===== src/pkg/rbc_consts.svh =====
/*
 Constants for the RF bias control output block.
 Assumes inclusion by bare name from the design files.
*/
`ifndef RBC_CONSTS_SVH
`define RBC_CONSTS_SVH
`define RBC_CTRL_REG_IDX   8'h07
`define RBC_PORT_MODE_BIT  12
`define RBC_INVERT_BIT     13
`define RBC_ENABLE_BIT     14
`define RBC_CTRL_RESET     16'h0000
`define RBC_ENABLE_RESET   1'b0
`define RBC_INVERT_RESET   1'b0
`define RBC_MODE_RESET     1'b0
`endif


===== src/pkg/rbc_pkg.sv =====
/*
 Types for the RF bias control output block.
 Assumes the modem supplies its state in the encoding below.
*/
package rbc_pkg;
   typedef enum logic [2:0] {
      RBC_ST_OFF  = 3'b000,
      RBC_ST_IDLE = 3'b001,
      RBC_ST_DOZE = 3'b010,
      RBC_ST_HIB  = 3'b011,
      RBC_ST_RX   = 3'b100,
      RBC_ST_TX   = 3'b101
   } rbc_modem_state_t;
endpackage : rbc_pkg


===== src/hdl/rbc_level_sel.sv =====
/*
 Combinational choice of the bias pin level and drive.
 Assumes control bits and modem state are stable in the modem clock domain.
*/
`timescale 1ns/1ns
`include "rbc_consts.svh"
module rbc_level_sel
   import rbc_pkg::*;
(
   input  wire logic             bias_out_enable_i,
   input  wire logic             bias_polarity_invert_i,
   input  wire logic             port_mode_select_i,
   input  wire rbc_modem_state_t state_i,
   output wire logic             level_o,
   output wire logic             drive_o
);
   wire logic is_tx;
   wire logic is_active;
   wire logic dual_inv;

   assign is_tx     = (state_i == RBC_ST_TX);
   assign is_active = (state_i == RBC_ST_TX) || (state_i == RBC_ST_RX);
   // Invert only acts in dual-port mode
   assign dual_inv  = bias_polarity_invert_i & ~port_mode_select_i;
   // Quiet states force low; active states follow TX with optional swap
   assign level_o   = is_active ? (is_tx ^ dual_inv) : 1'b0;
   // Off still drives when enabled; its level is of no concern
   assign drive_o   = bias_out_enable_i;
endmodule : rbc_level_sel


===== src/hdl/rbc_bias_ctrl.sv =====
/*
 RF bias control output: drives the bias pin for a balun centre tap,
 LNA, PA or antenna switch from three control bits and the modem state.
 Assumes control bits come from the modem's control register logic and all
 inputs except arst_n_i, which is synchronized here, are synchronous to clk_i.
*/
`timescale 1ns/1ns
`include "rbc_consts.svh"
module rbc_bias_ctrl
   import rbc_pkg::*;
(
   input  wire logic             clk_i,
   input  wire logic             arst_n_i,
   input  wire logic             ctrl_wr_i,
   input  wire logic [15:0]      ctrl_wdata_i,
   input  wire rbc_modem_state_t state_i,
   output logic                  bias_ctrl_out_o,
   output logic                  bias_ctrl_out_oe_o,
   output logic                  bias_out_enable_o,
   output logic                  bias_polarity_invert_o,
   output logic                  port_mode_select_o
);
   logic rst_meta;
   logic rst_n;
   wire logic next_level;
   wire logic next_drive;

   always_ff @(posedge clk_i or negedge arst_n_i) begin
      if (!arst_n_i) begin
         rst_meta <= 1'b0;
         rst_n    <= 1'b0;
      end else begin
         rst_meta <= 1'b1;
         rst_n    <= rst_meta;
      end
   end

   // Control bits of the modem control register
   always_ff @(posedge clk_i or negedge rst_n) begin
      if (!rst_n) begin
         bias_out_enable_o      <= `RBC_ENABLE_RESET;
         bias_polarity_invert_o <= `RBC_INVERT_RESET;
         port_mode_select_o     <= `RBC_MODE_RESET;
      end else if (ctrl_wr_i) begin
         bias_out_enable_o      <= ctrl_wdata_i[`RBC_ENABLE_BIT];
         bias_polarity_invert_o <= ctrl_wdata_i[`RBC_INVERT_BIT];
         port_mode_select_o     <= ctrl_wdata_i[`RBC_PORT_MODE_BIT];
      end
   end

   rbc_level_sel u_sel (
      .bias_out_enable_i      (bias_out_enable_o),
      .bias_polarity_invert_i (bias_polarity_invert_o),
      .port_mode_select_i     (port_mode_select_o),
      .state_i                (state_i),
      .level_o                (next_level),
      .drive_o                (next_drive)
   );

   // Registered pin keeps glitches off the external switch control
   always_ff @(posedge clk_i or negedge rst_n) begin
      if (!rst_n) begin
         bias_ctrl_out_o    <= 1'b0;
         bias_ctrl_out_oe_o <= 1'b0;
      end else begin
         bias_ctrl_out_o    <= next_level & next_drive;
         bias_ctrl_out_oe_o <= next_drive;
      end
   end

   property p_tristate;
      @(posedge clk_i) disable iff (!rst_n)
         !bias_out_enable_o |=> !bias_ctrl_out_oe_o;
   endproperty
   a_tristate: assert property (p_tristate) else $error("Pin driven while disabled");

   property p_single;
      @(posedge clk_i) disable iff (!rst_n)
         bias_out_enable_o && port_mode_select_o && (state_i inside {RBC_ST_TX, RBC_ST_RX})
         |=> bias_ctrl_out_oe_o && (bias_ctrl_out_o == ($past(state_i) == RBC_ST_TX));
   endproperty
   a_single: assert property (p_single) else $error("Single-port level wrong");

   property p_dual;
      @(posedge clk_i) disable iff (!rst_n)
         bias_out_enable_o && !port_mode_select_o && (state_i inside {RBC_ST_TX, RBC_ST_RX})
         |=> bias_ctrl_out_o ==
             (($past(state_i) == RBC_ST_TX) ^ $past(bias_polarity_invert_o));
   endproperty
   a_dual: assert property (p_dual) else $error("Dual-port level wrong");

   property p_quiet;
      @(posedge clk_i) disable iff (!rst_n)
         bias_out_enable_o && (state_i inside {RBC_ST_IDLE, RBC_ST_DOZE, RBC_ST_HIB})
         |=> bias_ctrl_out_oe_o && !bias_ctrl_out_o;
   endproperty
   a_quiet: assert property (p_quiet) else $error("Quiet state not low");

   property p_switch;
      @(posedge clk_i) disable iff (!rst_n)
         bias_out_enable_o && $stable(bias_out_enable_o) && $stable(port_mode_select_o)
         && $stable(bias_polarity_invert_o) && (state_i == RBC_ST_RX)
         && ($past(state_i) == RBC_ST_TX) |=> $changed(bias_ctrl_out_o);
   endproperty
   a_switch: assert property (p_switch) else $error("No switch on TX/RX change");

   property p_reset_bits;
      @(posedge clk_i) $rose(rst_n) |-> !bias_out_enable_o && !port_mode_select_o
         && !bias_polarity_invert_o && !bias_ctrl_out_oe_o;
   endproperty
   a_reset_bits: assert property (p_reset_bits) else $error("Bad reset values");

   // Reference level written row by row from the output table; it is kept
   // apart from the selector so the checks do not share its expression
   function automatic logic table_level(input logic             single_port,
                                        input logic             invert,
                                        input rbc_modem_state_t st);
      logic lvl;
      lvl = 1'b0;
      unique case (st)
         RBC_ST_TX: begin
            lvl = single_port ? 1'b1 : ~invert;
         end
         RBC_ST_RX: begin
            lvl = single_port ? 1'b0 : invert;
         end
         RBC_ST_OFF, RBC_ST_IDLE, RBC_ST_DOZE, RBC_ST_HIB: begin
            lvl = 1'b0;
         end
         // Codes 110 and 111 are never sent by the modem
         default: begin
            lvl = 1'b0;
         end
      endcase
      return lvl;
   endfunction : table_level

   wire logic ref_level;
   assign ref_level = table_level(port_mode_select_o, bias_polarity_invert_o, state_i);

   property p_table;
      @(posedge clk_i) disable iff (!rst_n)
         bias_out_enable_o && (state_i != RBC_ST_OFF)
         |=> bias_ctrl_out_o == $past(ref_level);
   endproperty
   a_table: assert property (p_table) else $error("Pin differs from table");

   // Each control bit lands on the edge that takes the write
   property p_enable_load;
      @(posedge clk_i) disable iff (!rst_n)
         ctrl_wr_i |=> bias_out_enable_o == $past(ctrl_wdata_i[`RBC_ENABLE_BIT]);
   endproperty
   a_enable_load: assert property (p_enable_load) else $error("Enable bit not loaded");

   property p_invert_load;
      @(posedge clk_i) disable iff (!rst_n)
         ctrl_wr_i |=> bias_polarity_invert_o == $past(ctrl_wdata_i[`RBC_INVERT_BIT]);
   endproperty
   a_invert_load: assert property (p_invert_load) else $error("Invert bit not loaded");

   property p_mode_load;
      @(posedge clk_i) disable iff (!rst_n)
         ctrl_wr_i |=> port_mode_select_o == $past(ctrl_wdata_i[`RBC_PORT_MODE_BIT]);
   endproperty
   a_mode_load: assert property (p_mode_load) else $error("Mode bit not loaded");

   property p_ctrl_hold;
      @(posedge clk_i) disable iff (!rst_n)
         !ctrl_wr_i |=> $stable(bias_out_enable_o) && $stable(bias_polarity_invert_o)
         && $stable(port_mode_select_o);
   endproperty
   a_ctrl_hold: assert property (p_ctrl_hold) else $error("Control bit moved");

   property p_released_low;
      @(posedge clk_i) disable iff (!rst_n)
         !bias_ctrl_out_oe_o |-> !bias_ctrl_out_o;
   endproperty
   a_released_low: assert property (p_released_low) else $error("Released pin not low");

   property p_enable_drives;
      @(posedge clk_i) disable iff (!rst_n)
         bias_out_enable_o |=> bias_ctrl_out_oe_o;
   endproperty
   a_enable_drives: assert property (p_enable_drives) else $error("Pin not driven");

   property p_switch_up;
      @(posedge clk_i) disable iff (!rst_n)
         bias_out_enable_o && $stable(bias_out_enable_o) && $stable(port_mode_select_o)
         && $stable(bias_polarity_invert_o) && (state_i == RBC_ST_TX)
         && ($past(state_i) == RBC_ST_RX) |=> $changed(bias_ctrl_out_o);
   endproperty
   a_switch_up: assert property (p_switch_up) else $error("No switch on RX to TX");

   // A move with no cause would flip an external switch for nothing
   property p_pin_holds;
      @(posedge clk_i) disable iff (!rst_n)
         $stable(state_i) && $stable(bias_out_enable_o) && $stable(port_mode_select_o)
         && $stable(bias_polarity_invert_o)
         |=> $stable(bias_ctrl_out_o) && $stable(bias_ctrl_out_oe_o);
   endproperty
   a_pin_holds: assert property (p_pin_holds) else $error("Pin moved with no cause");

   property p_single_keep;
      @(posedge clk_i) disable iff (!rst_n)
         bias_out_enable_o && port_mode_select_o && $stable(bias_out_enable_o)
         && $stable(port_mode_select_o) && $stable(state_i)
         && $changed(bias_polarity_invert_o) |=> $stable(bias_ctrl_out_o);
   endproperty
   a_single_keep: assert property (p_single_keep) else $error("Single-port pin moved");

   property p_dual_swap;
      @(posedge clk_i) disable iff (!rst_n)
         bias_out_enable_o && !port_mode_select_o && $stable(bias_out_enable_o)
         && $stable(port_mode_select_o) && $stable(state_i)
         && (state_i inside {RBC_ST_TX, RBC_ST_RX})
         && $changed(bias_polarity_invert_o) |=> $changed(bias_ctrl_out_o);
   endproperty
   a_dual_swap: assert property (p_dual_swap) else $error("Invert did not swap pin");

   // Internal reset must stay low for two edges after the pin lets go
   property p_sync_release;
      @(posedge clk_i) disable iff (!arst_n_i)
         $rose(arst_n_i) |-> !rst_n ##1 !rst_n ##1 rst_n;
   endproperty
   a_sync_release: assert property (p_sync_release) else $error("Early reset release");

   property p_reset_pin;
      @(posedge clk_i) $rose(rst_n) |-> !bias_ctrl_out_o;
   endproperty
   a_reset_pin: assert property (p_reset_pin) else $error("Pin level after reset");
endmodule : rbc_bias_ctrl


===== config.mk =====
export PLATFORM = sky130hd
export DESIGN_NAME = rbc_bias_ctrl
export DESIGN_NICKNAME = d
export VERILOG_FILES = /design/src/pkg/rbc_pkg.sv /design/src/hdl/rbc_level_sel.sv /design/src/hdl/rbc_bias_ctrl.sv
export VERILOG_INCLUDE_DIRS = /design/src /design/src/pkg
export SDC_FILE = /design/constraint.sdc
export NUM_CORES = 1
export LEC_CHECK = 0
export ABC_AREA = 1
export BUFFER_PORTS_ARGS = -buffer_cell sky130_fd_sc_hd__buf_2
export CAP_MARGIN = 20
export CORE_AREA = 2 2 39 41
export DETAILED_ROUTE_END_ITERATION = 8
export DIE_AREA = 0 0 41 43
export GPL_TIMING_DRIVEN = 0
export HOLD_SLACK_MARGIN = 0.1
export PLACE_DENSITY = 0.58
export SLEW_MARGIN = 20
export SYNTH_ARGS = -nofsm -noshare
export SYNTH_HDL_FRONTEND = slang
export SYNTH_SLANG_ARGS = --single-unit

===== constraint.sdc =====
create_clock -name clk_i -period 1.18 [get_ports clk_i]
set_clock_uncertainty 0.15 [all_clocks]
set_input_delay 0.236 -clock clk_i [delete_from_list [all_inputs] [get_ports clk_i]]
set_output_delay 0.236 -clock clk_i [all_outputs]
set_load 0.01 [all_outputs]

* Word level (Yosys, flattened, before mapping)
Cells that the tools add are included.
Storage, ports and cells: flip-flop bits (word level) 7, input bits 22
Cells by class: equal/unequal tests 2, muxes and demuxes 1, bitwise operators 4, reduce and logical (&&, ||, !) cells 1
Operators by type and width (count):
- equality test 3 bit (second input constant) | 2
- bitwise AND 1 bit | 2
- logical OR 1 bit | 1
- 2-to-1 mux 1 bit | 1
- NOT 1 bit | 1
- bitwise XOR 1 bit | 1

* Longest topological paths before layout
Gate-level depths: netlist of run 1.
depth in word-level cells 5, depth in mapped cells 4, gate-level depth less buffers 4

* Modules after synthesis
From an unflattened synthesis of run 1, not the netlist that was laid out.
Unflattened totals: cells, all modules 28, area, all modules 267.8 um^2
By module, submodules not included:
- rbc_bias_ctrl | instances 1, cells an instance 20, area an instance 224.0 um^2
- rbc_level_sel | instances 1, cells an instance 8, area an instance 43.8 um^2

* Least setup slack after synthesis of run 1
OpenSTA, ideal clock, no wires.
path kind register to register, start point register port_mode_select_o, end point register bias_ctrl_out_o, library setup time 0.117 ns, arrival 0.625 ns, data required time 0.913 ns, setup slack 0.288 ns, cell stages (with the launch flop) 5, buffers on the path 0, period minus slack after synthesis 0.892 ns, path through dfrtp_1 inv_2 nand2_1 nand2_1 a21oi_2
On the way: longest elaborated chain between the ends 5
Ends and longest elaborated chain:
- start: declaration | line rbc_bias_ctrl.sv:21 | output logic port_mode_select_o
- start signal: assignment | line rbc_bias_ctrl.sv:43 | port_mode_select_o <= `RBC_MODE_RESET;
- start signal: assignment | line rbc_bias_ctrl.sv:47 | port_mode_select_o <= ctrl_wdata_i[`RBC_PORT_MODE_BIT];
- NOT 1 bit | line rbc_level_sel.sv:24 | assign dual_inv = bias_polarity_invert_i & ~port_mode_select_i;
- bitwise AND 1 bit | line rbc_level_sel.sv:24
- bitwise XOR 1 bit | line rbc_level_sel.sv:26 | assign level_o = is_active ? (is_tx ^ dual_inv) : 1'b0;
- 2-to-1 mux 1 bit | line rbc_level_sel.sv:26
- bitwise AND 1 bit | line rbc_bias_ctrl.sv:66 | bias_ctrl_out_o <= next_level & next_drive;
- end signal: assignment | line rbc_bias_ctrl.sv:66
- end: declaration | line rbc_bias_ctrl.sv:17 | output logic bias_ctrl_out_o,
No other way between the ends. A chain may end at the register's enable or synchronous reset.

* Worst setup path in the final report of run 1
start point register port_mode_select_o, end point output port port_mode_select_o
No word-level cell between the ends.

==> results of run 1 <==
[cells in the mapped netlist (all sizes together)]
cell type and count:
dfrtp 7, nand2 5, inv 4, o21ai 3, a21oi 1, conb 1, nand3 1, nand3b 1
[where the power goes]
group          internal, mW  total (mW)  switching, mW
logic                0.0609       0.105         0.0437
registers             0.257       0.263        0.00566
clock network         0.129       0.212         0.0830
[what timing repair did]
item | 4_1_cts | 5_1_grt
hold buffers | 9 | 0
setup buffers | 2 | 2
setup endpoints to repair | 2 | 2
endpoints found under the hold margin | 11 | 0
[area by class of cell]
| class | count | area [sq um] |
|---|---|---|
| flip-flops and latches | 7 | 175.2 |
| multi-input cells | 12 | 63.81 |
| inverters | 4 | 15.01 |
| clock buffers | 4 | 26.28 |
| fillers | 149 | 898.4 |
| repair buffers | 26 | 185.2 |
| well taps | 16 | 20.02 |
[routing by layer]
| metal | track usage, % | vias up | share of wire (%) |
|---|---|---|---|
| li1 | - | 131 | - |
| met1 | 7.516 | 99 | 36 |
| met2 | 11.88 | 14 | 49 |
| met3 | 7.853 | 2 | 14 |
| met4 | 6.000 | 0 | 0.75 |
| met5 | 0 | - | 0 |
[state kept, by name (all words and copies together), names as in the netlist]
signal,count
bias_out_enable_o,1
bias_ctrl_out_oe_o,1
bias_polarity_invert_o,1
bias_ctrl_out_o,1
rst_n,1
rst_meta,1
port_mode_select_o,1
[kinds of logic (layout without fill, tap and decap cells)]
| group | after synthesis | count (layout) | share of synthesized area, % |
|---|---|---|---|
| other cells | 1 | 1 | 1.476 |
| compound gates | 4 | 4 | 9.359 |
| simple gates | 7 | 7 | 14.29 |
| buf+inv | 4 | 34 | 5.910 |
| flops | 7 | 7 | 68.97 |
[path summary, 6_finish.rpt]
check | to | cells after the start
min in group clk_i | rst_n | 0
setup / recovery | port_mode_select_o | 1
hold reg to reg | rst_n | 0
max in group asynchronous | bias_ctrl_out_oe_o | 1
hold / removal | rst_n | 2
setup reg to reg | bias_ctrl_out_o | 5
[metrics by stage]
step / utilization [%] / hold slack, ns / cell area (sq um)
after floorplan: - / -0.2096 / 254.0
after global placement: 24.50 / -0.1281 / 339.1
after detailed placement: 24.50 / -0.1270 / 339.1
after CTS: 34.00 / 0.1464 / 470.5
after global routing: 35.08 / 0.1549 / 485.5
final: 35.08 / 0.1545 / 485.5
==> metrics, run 1 <==
outcome finished clean; Worst-path clk slew 0.05 ns; initial antenna violation count 0; Max Cap Viol 0; Mapped Avg Cell Area ~11 sq um; crit path max-delay cell type dfrtp_1; final hold viol count 0; Setup CP Type reg -> out; PwrDens roughly 1200 nW/um^2; Unique masters post-synth 10; minimum clock period roughly 1.1 ns; setup slack after layout about 0.032 ns; Synthesis Warnings 0; Core Rows 14; Total GRT Usage under 10%; R2R Setup Slk roughly 0.12 ns; DR vias ~250; core area approximately 1400 sq um; TNS Setup 0 ns; area leader, netlist dfrtp_1; sequential area share after synthesis between 60% and 70%; ANT nets after route 0; CP Capture Type primary output; Die X approximately 40 um; vias in the first global route 221; via density per instance ~3.6; routability cong. roughly 0.65; Crit Path Max Fanout 2; Synthesized Nets 45; first-pass GRT wire length 917 um; leading post-synthesis cells by cell area dfrtp_1, nand2_1, inv_1; Tightest Hold Check Type in -> async; residual DRC count 0; P&R area growth vs syn 91.13%; Final HPWL DP 393.5 um; post-place setup slack 0.2521 ns; initial drt markers 6; layout cells sized above 1 between 40% and 50%; most common cell after layout, fill and taps aside buf_2; DRT Wirelength between 500 and 600 um; Crit path required time ~0.79 ns; r2r startpoint bias_polarity_invert_o; CTS sink cnt 7; Period Utilization, post-route 97.32%; total grt overflow 0; CTS tree done; I/O Pins 27; Slew Limit Fails 0; worst path cell trace buf_2; die area between 1500 and 2000 sq um; drt pass-1 iters 2; max incr delay on CP about 0.37 ns; CTS root buffer clkbuf_4; top-area cell type share of the netlist area between 60% and 70%; Clock Path Buffers 2; synthesized cell area ~250 sq um; Num CTS Buffers 3; fmax 0.8708 GHz; Synth Instances 23; endpoint arrival time on the critical path 0.76 ns; ant diodes 0; Crit. Startpoint port_mode_select_o; flops & latches, synth 7; placed cell count 52; RSZ-0062 raised after global routing true; Layout Cells excl Fill 69; static leakage power 0.2531 nW; final setup vio count 0; Worst Setup Start Kind register; nets@finish between 70 and 80; WL per Instance a little under 8 um; Die Ht between 40 and 50 um; cell family with most CP delay flip-flops; Buf+Inv Stages, Crit Path 1; cts repair resizes 0; Final Power around 0.58 mW; maximum vdd drop a little under 0.6 mV; most frequent cells in the layout buf_2, dlygate4sd3_1, dfrtp_1, nand2_1, buf_4; largest net degree at the start of global routing 7; worst-skew pair later-pin latency roughly 0.25 ns; Port Buf Inserts 13; initial core utilization 18.35%; H-Tree Depth 1
No activity file was read; power rests on OpenSTA's default activity.
==> inputs of run 2 (changes only) <==
Settings changed: PLACE_DENSITY 0.58 to not set.
==> metrics, run 2 (synthesis gave the netlist of run 1 again) <==
Slew Limit Fails 0; P_int roughly 0.44 mW; minimum clock period about 1.2 ns; PwrDens 1217 nW/um^2; final setup vio count 0; r2r startpoint bias_out_enable_o; Reg2Reg Capture Point bias_ctrl_out_o; via density per instance about 3.8; Die X roughly 41 um; CTS sink cnt 7; GRT met3 Usage a little under a tenth; Hold Slack ~0.15 ns; WP depth 1; grt met1 use approximately a tenth; placed cell count 52; cts repair resizes 0; CTS root buffer clkbuf_4; max incr delay on CP around 0.38 ns; Die Ht between 40 and 50 um; Layout Cells excl Fill 68; Clk network pwr share a little under two fifths; ant diodes 0; R2R Setup Slk 0.16 ns; Crit. Startpoint port_mode_select_o; Crit path required time ~0.8 ns; nets@finish 75; static leakage power about 0.25 nW; P&R area growth vs syn 88.18%; residual DRC count 0; Clock Path Buffers 2; Core Rows 14; initial drt markers 7; TNS Setup 0 ns; DRT Wirelength approximately 590 um; worst-skew pair later-pin latency approximately 0.25 ns; # fillers roughly 150; cell family with most CP delay flip-flops; endpoint arrival time on the critical path 0.77 ns; Final Power 0.5816 mW; most common cell after layout, fill and taps aside buf_2; routability cong. roughly 0.69; Area after DPL approximately 340 sq um; outcome finished clean; fmax ~0.87 GHz; met2 usage roughly 14%; switching part of the total a little under a quarter; reg2reg path depth 4; initial core utilization between 10% and 20%; initial antenna violation count 0; Buf+Inv Stages, Crit Path 1; Worst-path clk slew around 0.05 ns; die area 1763 sq um; largest net degree at the start of global routing 7; Max Cap Viol 0; core area 1384 sq um; CP Capture Type primary output; first-pass GRT wire length between 1 and 1.5 mm; Tightest Hold Check Type in -> async; final hold viol count 0; Period Utilization, post-route between 90% and 100%; Reg power frac 45.3%; Port Buf Inserts 13; most crowded layer after global routing met2; maximum vdd drop roughly 0.62 mV; worst path cell trace buf_2; H-Tree Depth 1; drt pass-1 iters 4; vias in the first global route 280; crit path max-delay cell type dfrtp_1; ANT nets after route 0; RSZ-0062 raised after global routing true; DR vias 257; Total GRT Usage slightly above 10%; CTS tree done; WL per Instance 8.603 um; Worst Setup Start Kind register; cell area after layout around 480 sq um; Comb pwr share between 10% and 20%; Crit Path Max Fanout 2; most frequent cells in the layout buf_2, dlygate4sd3_1, dfrtp_1, nand2_1; Setup CP Type reg -> out; Psw around 0.14 mW; I/O Pins 27; Num CTS Buffers 3; total grt overflow 0; layout cells sized above 1 between 40% and 50%
run 2: changes by cell type in the layout (fill, tap and decap cells not counted):
cell / previous run / this run
buf_4: 4 / 3
run 2: through the flow:
step | worst slack (ns) | util (%)
after detailed placement | 0.2472 | 24.50
final | 0.02491 | 34.54
after global placement | 0.2539 | 24.50
after global routing | -0.02519 | 34.54
after floorplan | 0.2880 | -
after CTS | 0.008184 | 34.00
run 2: cell type report:
class | instances | area [sq um] | area share, %
multi-input combinational | 12 | 63.81 | 13.35
tap | 16 | 20.02 | 4.188
inverter | 4 | 15.01 | 3.141
clock buffer | 4 | 26.28 | 5.497
sequential | 7 | 175.2 | 36.65
timing repair buffer | 25 | 177.7 | 37.17
run 2: timing repair:
action                                  CTS  global route
endpoints found under the setup margin    2             3
pin swaps                                 0             0
setup buffers                             2             1
hold buffers                              9             0
endpoints found under the hold margin    11             0
run 2: routing by layer:
metal	wire length, um	share of wire (%)
met1	212	36
met2	308	53
met3	64	11
met4	0	0
met5	0	0
run 2: worst max path at each step:
stage                                   endpoint  slack [ns]
after floorplan                  bias_ctrl_out_o        0.29
after global placement    bias_polarity_invert_o        0.25
after detailed placement  bias_polarity_invert_o        0.25
after CTS                     port_mode_select_o       0.008
after global routing          port_mode_select_o       -0.03
final                         port_mode_select_o        0.02
run 2: power by group through the flow:
stage	registers (mW)	logic, mW	clock network, mW
CTS	0.263	0.0958	0.231
finish	0.264	0.100	0.218
global route	0.265	0.112	0.255
detailed placement	0.274	0.0573	0
global placement	0.273	0.0563	0
floorplan	0.280	0.0183	0
